==> src/verilog/scbc_map.svh <==
`ifndef SCBC_MAP_SVH
`define SCBC_MAP_SVH
`define SCBC_ABOVE_BIT 25505
`define SCBC_MATCH_BIT 25506
`define SCBC_BELOW_BIT 25507
`define SCBC_FLAG_RST 1'b0
`define SCBC_RESULT_RST 16'h0000
`define SCBC_LATENCY 1
`endif

==> src/verilog/scbc_pkg.sv <==
package scbc_pkg;
   typedef enum logic [2:0] {
      SCBC_OP_NONE = 3'b001,
      SCBC_OP_CMP = 3'b010,
      SCBC_OP_CONV = 3'b100
   } scbc_op_t;
endpackage

==> src/verilog/scbc_bcd_conv.sv <==
`timescale 1ns/1ps
// combinational four-digit decimal to binary
module scbc_bcd_conv #(
   parameter int DIGITS = 4
) (
   // source
   input wire logic [4*DIGITS-1:0] i_bcd,
   // result
   output logic [4*DIGITS-1:0] o_bin,
   output logic o_bad_digit
);
   logic [DIGITS-1:0] bad;
   logic [4*DIGITS+3:0] acc [0:DIGITS];
   assign acc[0] = '0;
   genvar g;
   generate
      for (g = 0; g < DIGITS; g++) begin : g_dig
         logic [3:0] d;
         assign d = i_bcd[4*(DIGITS-1-g) +: 4];
         assign bad[g] = d > 4'h9;
         assign acc[g+1] = (4*DIGITS+4)'(acc[g] * 10 + d);
      end
   endgenerate
   assign o_bin = acc[DIGITS][4*DIGITS-1:0];
   assign o_bad_digit = |bad;
endmodule // scbc_bcd_conv

==> src/verilog/scbc_top.sv <==
`timescale 1ns/1ps
`include "scbc_map.svh"
module scbc_top #(
   parameter int WORD = 16
) (
   // clock and reset
   input wire logic i_ref_clk,
   input wire logic i_rst,
   // compare request
   input wire logic i_cmp_cond,
   input wire logic [WORD-1:0] i_first_operand_lo,
   input wire logic [WORD-1:0] i_first_operand_hi,
   input wire logic [WORD-1:0] i_second_operand_lo,
   input wire logic [WORD-1:0] i_second_operand_hi,
   // conversion request
   input wire logic i_conv_cond,
   input wire logic [WORD-1:0] i_conv_src,
   // indirect operand missing
   input wire logic i_operand_missing,
   // relay flags
   output logic o_above_flag,
   output logic o_match_flag,
   output logic o_below_flag,
   output logic o_fault_flag,
   // conversion result
   output logic [WORD-1:0] o_conv_result,
   output logic o_conv_wr
);
   logic above_reg, above_next;
   logic match_reg, match_next;
   logic below_reg, below_next;
   logic fault_reg, fault_next;
   logic wr_reg, wr_next;
   logic [WORD-1:0] result_reg, result_next;
   logic [WORD-1:0] decimal_to_radix2_convert;
   logic bad_digit;
   logic signed [2*WORD-1:0] a, b;
   scbc_pkg::scbc_op_t op;

   scbc_bcd_conv #(.DIGITS(WORD/4)) u_conv (
      .i_bcd(i_conv_src),
      .o_bin(decimal_to_radix2_convert),
      .o_bad_digit(bad_digit)
   );

   // high word above low word
   assign a = {i_first_operand_hi, i_first_operand_lo};
   assign b = {i_second_operand_hi, i_second_operand_lo};

   always_comb begin
      if (i_cmp_cond) begin
         op = scbc_pkg::SCBC_OP_CMP;
      end else if (i_conv_cond) begin
         op = scbc_pkg::SCBC_OP_CONV;
      end else begin
         op = scbc_pkg::SCBC_OP_NONE;
      end
   end

   always_comb begin
      above_next = above_reg;
      match_next = match_reg;
      below_next = below_reg;
      fault_next = fault_reg;
      result_next = result_reg;
      wr_next = 1'b0;
      unique case (op)
         scbc_pkg::SCBC_OP_NONE: begin
            above_next = above_reg;
            result_next = result_reg;
         end
         scbc_pkg::SCBC_OP_CMP: begin
            fault_next = i_operand_missing;
            if (!i_operand_missing) begin
               above_next = a > b;
               below_next = a < b;
               match_next = a == b;
            end
         end
         scbc_pkg::SCBC_OP_CONV: begin
            fault_next = i_operand_missing | bad_digit;
            if (!i_operand_missing && !bad_digit) begin
               result_next = decimal_to_radix2_convert;
               wr_next = 1'b1;
               match_next = decimal_to_radix2_convert == '0;
            end
         end
      endcase
   end

   always_ff @(posedge i_ref_clk) begin
      if (i_rst) begin
         above_reg <= `SCBC_FLAG_RST;
         match_reg <= `SCBC_FLAG_RST;
         below_reg <= `SCBC_FLAG_RST;
         fault_reg <= `SCBC_FLAG_RST;
         wr_reg <= 1'b0;
         result_reg <= `SCBC_RESULT_RST;
      end else begin
         above_reg <= above_next;
         match_reg <= match_next;
         below_reg <= below_next;
         fault_reg <= fault_next;
         wr_reg <= wr_next;
         result_reg <= result_next;
      end
   end

   // relay bits 25505, 25506, 25507
   assign o_above_flag = above_reg;
   assign o_match_flag = match_reg;
   assign o_below_flag = below_reg;
   assign o_fault_flag = fault_reg;
   assign o_conv_result = result_reg;
   assign o_conv_wr = wr_reg;
endmodule // scbc_top
==> config.mk <==
export PLATFORM = sky130hd
export DESIGN_NAME = scbc_top
export DESIGN_NICKNAME = d
export VERILOG_FILES = /design/src/verilog/scbc_pkg.sv /design/src/verilog/scbc_bcd_conv.sv /design/src/verilog/scbc_top.sv
export VERILOG_INCLUDE_DIRS = /design/src /design/src/verilog
export SDC_FILE = /design/constraint.sdc
export NUM_CORES = 1
export LEC_CHECK = 0
export ABC_CLOCK_PERIOD_IN_PS = 20000
export BUFFER_PORTS_ARGS = -buffer_cell sky130_fd_sc_hd__buf_2
export CORE_MARGIN = 3
export CORE_UTILIZATION = 40
export DETAILED_ROUTE_END_ITERATION = 8
export SYNTH_ARGS = -nofsm -noshare
export SYNTH_HDL_FRONTEND = slang
export SYNTH_SLANG_ARGS = --single-unit
==> constraint.sdc <==
create_clock -name i_ref_clk -period 20 [get_ports i_ref_clk]
set_input_delay 3 -clock i_ref_clk [delete_from_list [all_inputs] [get_ports i_ref_clk]]
set_output_delay 3 -clock i_ref_clk [all_outputs]
set_load 0.01 [all_outputs]
==> impl_results.md, run 1 <==
- Avg Cell Area, Syn: 8.04 um^2
- Async SR Flop Fraction: 0%
- Antenna Cells: 0
- GRT Overall Usage: 15.5%
- Syn_nets: 629
- WP data arrival: between 8 and 9 ns
- FF+latch count, synth: 21
- Initial antenna violation count: 0
- Crit path time final: 8.78 ns
- Crit path top cell by count: ha_1
- Seq/Total Area, Yosys: 11.4%
- DRC violations left: 0
- CP Class: in -> reg
- Vias in the first global route: 3241
- RePlAce Congestion: between 0.8 and 0.9
- Yosys top cell area share: 27.2%
- Tightest Pin Transition: 0.556 ns
- Peak Freq: 0.114 GHz
- Top post-synthesis cells by count: ha_1 (80), inv_1 (52), nor2_1 (49), xnor2_1 (31), nand2_1 (28)
- CP endpoint kind: flop
- Clock transition at path regs: 0.07 ns
- Post-route ant nets: 0
- Full die area: ~10000 um^2
- Dpl cells: 664
- Nets: 732
- Initial DRC Count: 122
- DR vias/cell: 5.16
- Area of the mapped netlist: 3680 um^2
- Worst hold path type: reg -> reg
- Outcome: finished clean
- Buf/Inv on CP: 2
- P_leak: 2.25 nW
- Unique masters post-synth: 59
- Kind of cell adding the most delay to the critical path: adder cells
- Final wirelength: 8390 um
- Resized Gates After CTS: 0
- H-tree levels: 1
- Worst Path Max Fanout: 7
- Routed vias: 3447
- Maxcap violations: 0
- Post CTS Setup Buffer Count: 0
- Gr ovfl total: 0
- Clock Sinks: 21
- Yosys warns: 0
- Max Clock Skew: 0 ns
- CP startpoint kind: input port
- Slowest stage delay, CP: 0.52 ns
- Ranking of synthesized cells by area: ha_1 (27%), dfxtp_1 (11%), xnor2_1 (7.4%)
- Routed length per placed instance: 12.6 um
- Final cycle utilization of the critical path: between 40% and 50%
- EDFF count, synth: 0
- Sum Neg Setup Slack: 0 ns
- Slew Limit Fails: 0
- Starting Density: 41.6%
- CP max-delay cell: a2111oi_0
- Core Rows: 34
- Worst-skew pair later-pin latency: 0.25 ns
- IO Count: approximately 110
- Die Width: 102 um
- P per Cell Area: about 180 nW/um^2
- Maximum VDD drop: just over 100 uV
- Main flop type after synthesis: dfxtp_1
- Fin cells: 668
- TritonCTS clock tree: yes
- Post-Syn Instances: 458
- Placed wire-length estimate: approximately 7500 um
- Fillers: 866
- First-pass GRT wire length: between 10000 and 15000 um
- Hold Buf Count CTS: 0
- CTS Buffer Depth: 2
- Clock Tree Root: clkbuf_8
- Num CTS Buffers: 3
- Die Height: 102 um
- Most frequent cell after synthesis: ha_1
- Area Growth Syn to Fin: 18.5%
- Post-synth top area cell: ha_1
- Slew HR: 61.9%
- Pre-Repair DR Iteration Count: 6
- Layout cell share with drive strength beyond 1: 22.0%
- Final hold vios: 0
- Critical Path RT: 20.20 ns
- Core area: between 8000 and 9000 um^2
- Final setup fails: 0
- Largest net degree at the start of global routing: 29
- Buffers added on ports: ~110
- RSZ-0062 raised after global routing: false
report_power, final:
| part | internal, mW | switching, mW | total [mW] | leakage (nW) |
|---|---|---|---|---|
| registers | 0.0434 | 0.000841 | 0.0443 | 0.170 |
| clock network | 0.0142 | 0.0129 | 0.0270 | 0.0228 |
| logic | 0.321 | 0.411 | 0.732 | 2.05 |
stage by stage:
stage | setup WS (ns) | power (mW) | hold WS [ns] | cell area, um^2 | utilization, %
after floorplan | 11.61 | 0.659 | 0.494 | 3680 | -
after global placement | 11.18 | 0.771 | 0.464 | 4320 | 48.8
after detailed placement | 10.94 | 0.779 | 0.467 | 4320 | 48.8
after CTS | 11.19 | 0.811 | 0.481 | 4360 | 49.3
after global routing | 10.58 | 0.896 | 0.513 | 4360 | 49.3
final | 11.22 | 0.803 | 0.488 | 4360 | 49.3
cells by family (layout without fill, tap and decap cells):
group	count (synthesis)	count (layout)	synth area share, %
xor gates and xnor gates	42	42	10.9
muxes	8	8	2.17
AOI/OAI and AO/OA	95	95	18.4
buffers and inverters	60	162	6.18
DFF	21	21	11.4
adders and majority gates	86	86	30.4
and+or+nand+nor	145	145	20.4
other	1	1	0.102
worst reg2reg max path: stages (launching register included):
cell and delay [ns]:
dfxtp_1 0.36, nor3_1 0.08, nor4bb_1 0.31, nand4_1 0.13, a2111oi_0 0.41, a21o_1 0.17
routing by layer:
layer	up-vias	global-route usage [%]	part of all wire, %
li1	1825	-	-
met4	0	2.72	0.67
met3	6	1.09	4.1
met2	57	26.9	47
met1	1559	21.5	48
met5	-	0	0
state kept, by name, summed over array words and instances, names as in the netlist:
signal and flops:
o_above_flag 1, o_below_flag 1, o_conv_result 16, o_conv_wr 1, o_fault_flag 1, o_match_flag 1
cell usage in the layout (no fill, tap or decap), types with 10 or more instances in the layout:
| master | instances |
|---|---|
| xnor2_1 | 31 |
| nand2_1 | 28 |
| inv_1 | 52 |
| nand4_1 | 12 |
| nor2_1 | 49 |
| buf_2 | 105 |
| o21ai_0 | 14 |
| ha_1 | 80 |
| a21o_1 | 18 |
| dfxtp_1 | 21 |
| a21oi_1 | 19 |
| nor2b_1 | 10 |
path summary, 6_finish.rpt:
kind,from,cells after the start,slack [ns],endpoint
min reg2reg,o_below_flag$_SDFFE_PP0P_,2,0.49,o_below_flag$_SDFFE_PP0P_
max,i_conv_src[15],26,11.22,o_match_flag$_SDFFE_PP0P_
min,o_below_flag$_SDFFE_PP0P_,2,0.49,o_below_flag$_SDFFE_PP0P_
max reg2reg,o_match_flag$_SDFFE_PP0P_,5,18.50,o_match_flag$_SDFFE_PP0P_
layout make-up:
type,count,area (um^2),share of cell area (%)
clock buffer,4,45.0,1.03
inverter,52,195,4.47
multi-input combinational,377,3040,69.6
sequential,21,420,9.63
tap,108,135,3.10
timing repair buffer,106,533,12.2
Note: power is estimated with default switching activity, not from simulation.
==> run 2, diff against run 1 <==
Settings changed: ABC_CLOCK_PERIOD_IN_PS 20000 to 7100, PLACE_DENSITY set to 0.67.
Clock period 20 ns to 7.1 ns, I/O delays scaled along.
==> impl_results.md, run 2 (synthesized netlist as in run 1, its figures left out) <==
- Outcome: finished clean
- Switching Fraction: 52.9%
- Max Clock Skew: 0 ns
- Full die area: ~10000 um^2
- Worst-skew pair later-pin latency: 0.26 ns
- RSZ-0062 raised after global routing: false
- H-tree levels: 1
- Maximum VDD drop: 367 uV
- Clk pwr share: 3.3%
- Nets: 734
- Routed length per placed instance: about 12 um
- Final cycle utilization of the critical path: between 90% and 100%
- Crit path top cell by count: ha_1
- Placed wire-length estimate: between 7000 and 8000 um
- CP max-delay cell: fa_1
- Peak Freq: around 0.15 GHz
- Vias in the first global route: roughly 3200
- CTS Buffer Depth: 2
- Die Width: 102 um
- Design area: roughly 4400 um^2
- Slew Limit Fails: 0
- GRT Overall Usage: 15.4%
- Setup ws final: between 0.5 and 0.6 ns
- Tightest Pin Transition: 1.08 ns
- Worst Path Max Fanout: 7
- Internal: 1.08 mW
- Final setup fails: 0
- Worst hold slack: 0.483 ns
- Clock Tree Root: clkbuf_8
- P_leak: 2.26 nW
- Layout cell share with drive strength beyond 1: 23.1%
- Largest net degree at the start of global routing: 29
- Clock transition at path regs: 0.08 ns
- Reg-to-reg setup timing slack: 5.56 ns
- Area Growth Syn to Fin: 19.6%
- Crit path time final: 6.59 ns
- Clock Sinks: 21
- DR vias/cell: a little over 5
- Net Sw Power: 1.21 mW
- Die Height: 102 um
- Slowest stage delay, CP: 0.43 ns
- RePlAce Congestion: 0.762
- Sum Neg Setup Slack: 0 ns
- Comb pwr share: 91.2%
- Num CTS Buffers: 3
- CP startpoint kind: input port
- Initial antenna violation count: 0
- Gr ovfl total: 0
- Antenna Cells: 0
- Hold Buf Count CTS: 0
- CP Class: in -> reg
- Placed Area: roughly 4300 um^2
- WP data arrival: 6.80 ns
- Post-route ant nets: 0
- Most common cell after layout, fill and taps aside: buf_2
- Post-layout util: 49.8%
- Pre-CTS WS: around 0.1 ns
- TritonCTS clock tree: yes
- IO Count: 106
- Routed vias: roughly 3400
- Worst hold path type: reg -> reg
- Kind of cell adding the most delay to the critical path: adder cells
- CP endpoint kind: flop
- DRC violations left: 0
- Share of power burned in registers: 5.4%
- Maxcap violations: 0
- Initial DRC Count: ~130
- Final hold vios: 0
- Most frequent cells in the layout: buf_2 (105), ha_1 (80), inv_1 (52)
- Starting Density: 41.6%
- Slew HR: 28.2%
- Fillers: 875
- Core Rows: 34
- First-pass GRT wire length: 13700 um
- Dpl cells: 665
- Pre-Repair DR Iteration Count: 4
- Critical Path RT: 7.30 ns
- Final wirelength: 8290 um
- Overall Power: around 2.3 mW
- Buffers added on ports: 105
- Core area: 8850 um^2
- Fin cells: 670
- Largest register FFs: 16
- Buf/Inv on CP: 4
- P per Cell Area: 520 nW/um^2
## run 2: cell types whose count changed in the layout (fill, tap and decap cells not counted)
| cell | delta |
|---|---|
| a2111oi_0 | -1 |
| clkinv_2 | +1 |
| xor2_2 | +2 |
| a2111oi_2 | +1 |
| xor2_1 | -2 |
| nor2_1 | -1 |
| nor2_2 | +1 |
| buf_4 | +2 |
| clkbuf_1 | -1 |
## run 2: power by group through the flow
stage | clock network [mW] | logic (mW) | registers [mW]
floorplan | 0 | 1.73 | 0.129
global placement | 0 | 2.04 | 0.127
detailed placement | 0 | 2.07 | 0.127
CTS | 0.0803 | 2.09 | 0.125
global route | 0.0826 | 2.36 | 0.125
finish | 0.0764 | 2.09 | 0.125
## run 2: worst paths after layout
path | start | end | cells past startpoint
min | o_below_flag$_SDFFE_PP0P_ | o_below_flag$_SDFFE_PP0P_ | 2
max reg2reg | o_match_flag$_SDFFE_PP0P_ | o_match_flag$_SDFFE_PP0P_ | 5
min reg2reg | o_below_flag$_SDFFE_PP0P_ | o_below_flag$_SDFFE_PP0P_ | 2
max | i_conv_src[15] | o_match_flag$_SDFFE_PP0P_ | 26
## run 2: repair_timing
item,CTS,global route
endpoints found under the setup margin,0,2
resized for setup,0,5
setup buffers,0,1
## run 2: tightest hold or removal path: cells and delay by family, from the launching register on
kind / cells / cell delay, ns
simple gates: 2 / 0.13
flops: 1 / 0.32
## run 2: per-layer routing
metal / track usage (%) / share of wire (%)
met1: 22.2 / 48
met2: 25.5 / 47
met3: 1.09 / 3.7
met4: 2.52 / 0.82
met5: 0 / 0
## run 2: cell type report
type | count | area (um^2) | share of cell area [%]
tap | 108 | 135 | 3.07
multi-input combinational | 377 | 3060 | 69.5
sequential | 21 | 420 | 9.55
inverter | 52 | 195 | 4.43
clock buffer | 3 | 41.3 | 0.938
timing repair buffer | 108 | 548 | 12.4
clock inverter | 1 | 5.00 | 0.114
==> run 3, diff against run 2 <==
Settings changed: CORE_ASPECT_RATIO set to 0.7.
==> impl_results.md, run 3 (synthesized netlist as in run 1, its figures left out) <==
- Outcome: finished clean
- Vias in the first global route: 3378
- DRC violations left: 0
- Full die area: 10400 um^2
- Most common cell after layout, fill and taps aside: buf_2
- Core Rows: 28
- Clock Sinks: 21
- Final wirelength: roughly 8600 um
- Most frequent cells in the layout: buf_2 (105), ha_1 (80), inv_1 (52)
- Routed length per placed instance: roughly 13 um
- Fillers: 847
- Final cycle utilization of the critical path: 93.5%
- Max Clock Skew: 0 ns
- Post-route ant nets: 0
- Die Width: 121 um
- WP data arrival: 6.81 ns
- Clock transition at path regs: 0.06 ns
- Worst hold path type: reg -> reg
- Design area: 4440 um^2
- Maxcap violations: 0
- Slew HR: 26.5%
- Initial DRC Count: 138
- CTS Buffer Depth: 2
- Hold Buf Count CTS: 0
- CP startpoint kind: input port
- Routed vias: around 3400
- Pre-Repair DR Iteration Count: 4
- Resized Gates After CTS: 0
- Worst Path Max Fanout: 8
- RePlAce Congestion: 0.790
- RSZ-0062 raised after global routing: false
- Final hold vios: 0
- Fin cells: 681
- Tightest Pin Transition: between 1 and 1.5 ns
- Largest net degree at the start of global routing: 29
- H-tree levels: 1
- Sum Neg Setup Slack: 0 ns
- Starting Density: between 40 and 50%
- Crit path time final: 6.64 ns
- Maximum VDD drop: around 410 uV
- CP Class: in -> reg
- Slew Limit Fails: 0
- Critical Path RT: 7.27 ns
- Clock Tree Root: clkbuf_16
- Num CTS Buffers: 3
- Layout cell share with drive strength beyond 1: 22.8%
- DR vias/cell: 5.02
- Gr ovfl total: 0
- Placed wire-length estimate: 7650 um
- Area of the multi-input gates: 3050 um^2
- TritonCTS clock tree: yes
- IO Count: 106
- P per Cell Area: approximately 530 nW/um^2
- Nets: about 730
- Antenna Cells: 0
- Area Growth Syn to Fin: 20.5%
- Core area: 8690 um^2
- GRT Overall Usage: 17.0%
- Reg-to-reg setup timing slack: 5.50 ns
- First-pass GRT wire length: around 15000 um
- Worst-skew pair later-pin latency: 0.26 ns
- Peak Freq: 0.151 GHz
- Initial antenna violation count: 0
- Largest register FFs: 16
- P_leak: 2.27 nW
- Die Height: 86.3 um
- Post CTS Setup Buffer Count: 0
- Placed Area: 4340 um^2
- Sequential Area: 420 um^2
- Buffers added on ports: 105
- Dpl cells: 677
- CP endpoint kind: flop
- Final setup fails: 0
==> run 3: cell type report <==
class / count / share of cell area, %
multi-input combinational: 377 / 68.8
timing repair buffer: 107 / 12.2
sequential: 21 / 9.47
inverter: 52 / 4.40
tap: 120 / 3.38
clock buffer: 3 / 1.69
clock inverter: 1 / 0.113
==> run 3: report_power, final <==
part	switching [mW]	internal (mW)	leakage [nW]
logic	1.19	0.913	2.06
registers	0.00226	0.122	0.170
clock network	0.0453	0.0758	0.0409
==> run 3: worst paths after layout <==
| check | from | endpoint | cells after the start |
|---|---|---|---|
| max | i_conv_src[15] | o_conv_result[14]$_SDFFE_PP0P_ | 25 |
| min | o_below_flag$_SDFFE_PP0P_ | o_below_flag$_SDFFE_PP0P_ | 2 |
| max reg2reg | o_match_flag$_SDFFE_PP0P_ | o_match_flag$_SDFFE_PP0P_ | 5 |
| min reg2reg | o_below_flag$_SDFFE_PP0P_ | o_below_flag$_SDFFE_PP0P_ | 2 |
==> run 3: metrics by stage <==
step | hold WS (ns) | utilization, % | setup WS, ns | power (mW)
6_report | 0.484 | 51.1 | 0.461 | 2.35
5_1_grt | 0.503 | 51.1 | 0.0260 | 2.65
4_1_cts | 0.479 | 50.9 | 0.290 | 2.34
3_5_place_dp | 0.466 | 50.0 | 0.0154 | 2.21
3_3_place_gp | 0.462 | 50.0 | 0.228 | 2.16
2_1_floorplan | 0.494 | - | 0.648 | 1.86
==> run 3: critical path, stage by stage <==
cell and delay [ns]:
buf_2 0.14, ha_1 0.28, ha_1 0.21, inv_1 0.07, fa_1 0.43, nor2b_1 0.14
nor2b_1 0.20, xnor2_1 0.17, ha_1 0.26, ha_1 0.32, o21ai_1 0.07, o21bai_1 0.23
a21o_1 0.18, xor2_1 0.26, xnor2_1 0.20, ha_1 0.28, ha_1 0.43, o21a_1 0.16
nor2_1 0.04, a31oi_1 0.36, nor4_1 0.15, nor4_4 0.44, nand2_1 0.12, or3_1 0.33
a311oi_1 0.27
==> run 3: metal layers <==
| metal | global-route usage (%) | vias up | wire (um) | share of wire [%] |
|---|---|---|---|---|
| met5 | 0 | - | 0 | 0 |
| met2 | 26.4 | 66 | 3750 | 43 |
| met1 | 25.1 | 1514 | 4530 | 53 |
| met4 | 2.57 | 0 | 45 | 0.52 |
| met3 | 3.33 | 4 | 306 | 3.5 |
| li1 | - | 1832 | - | - |
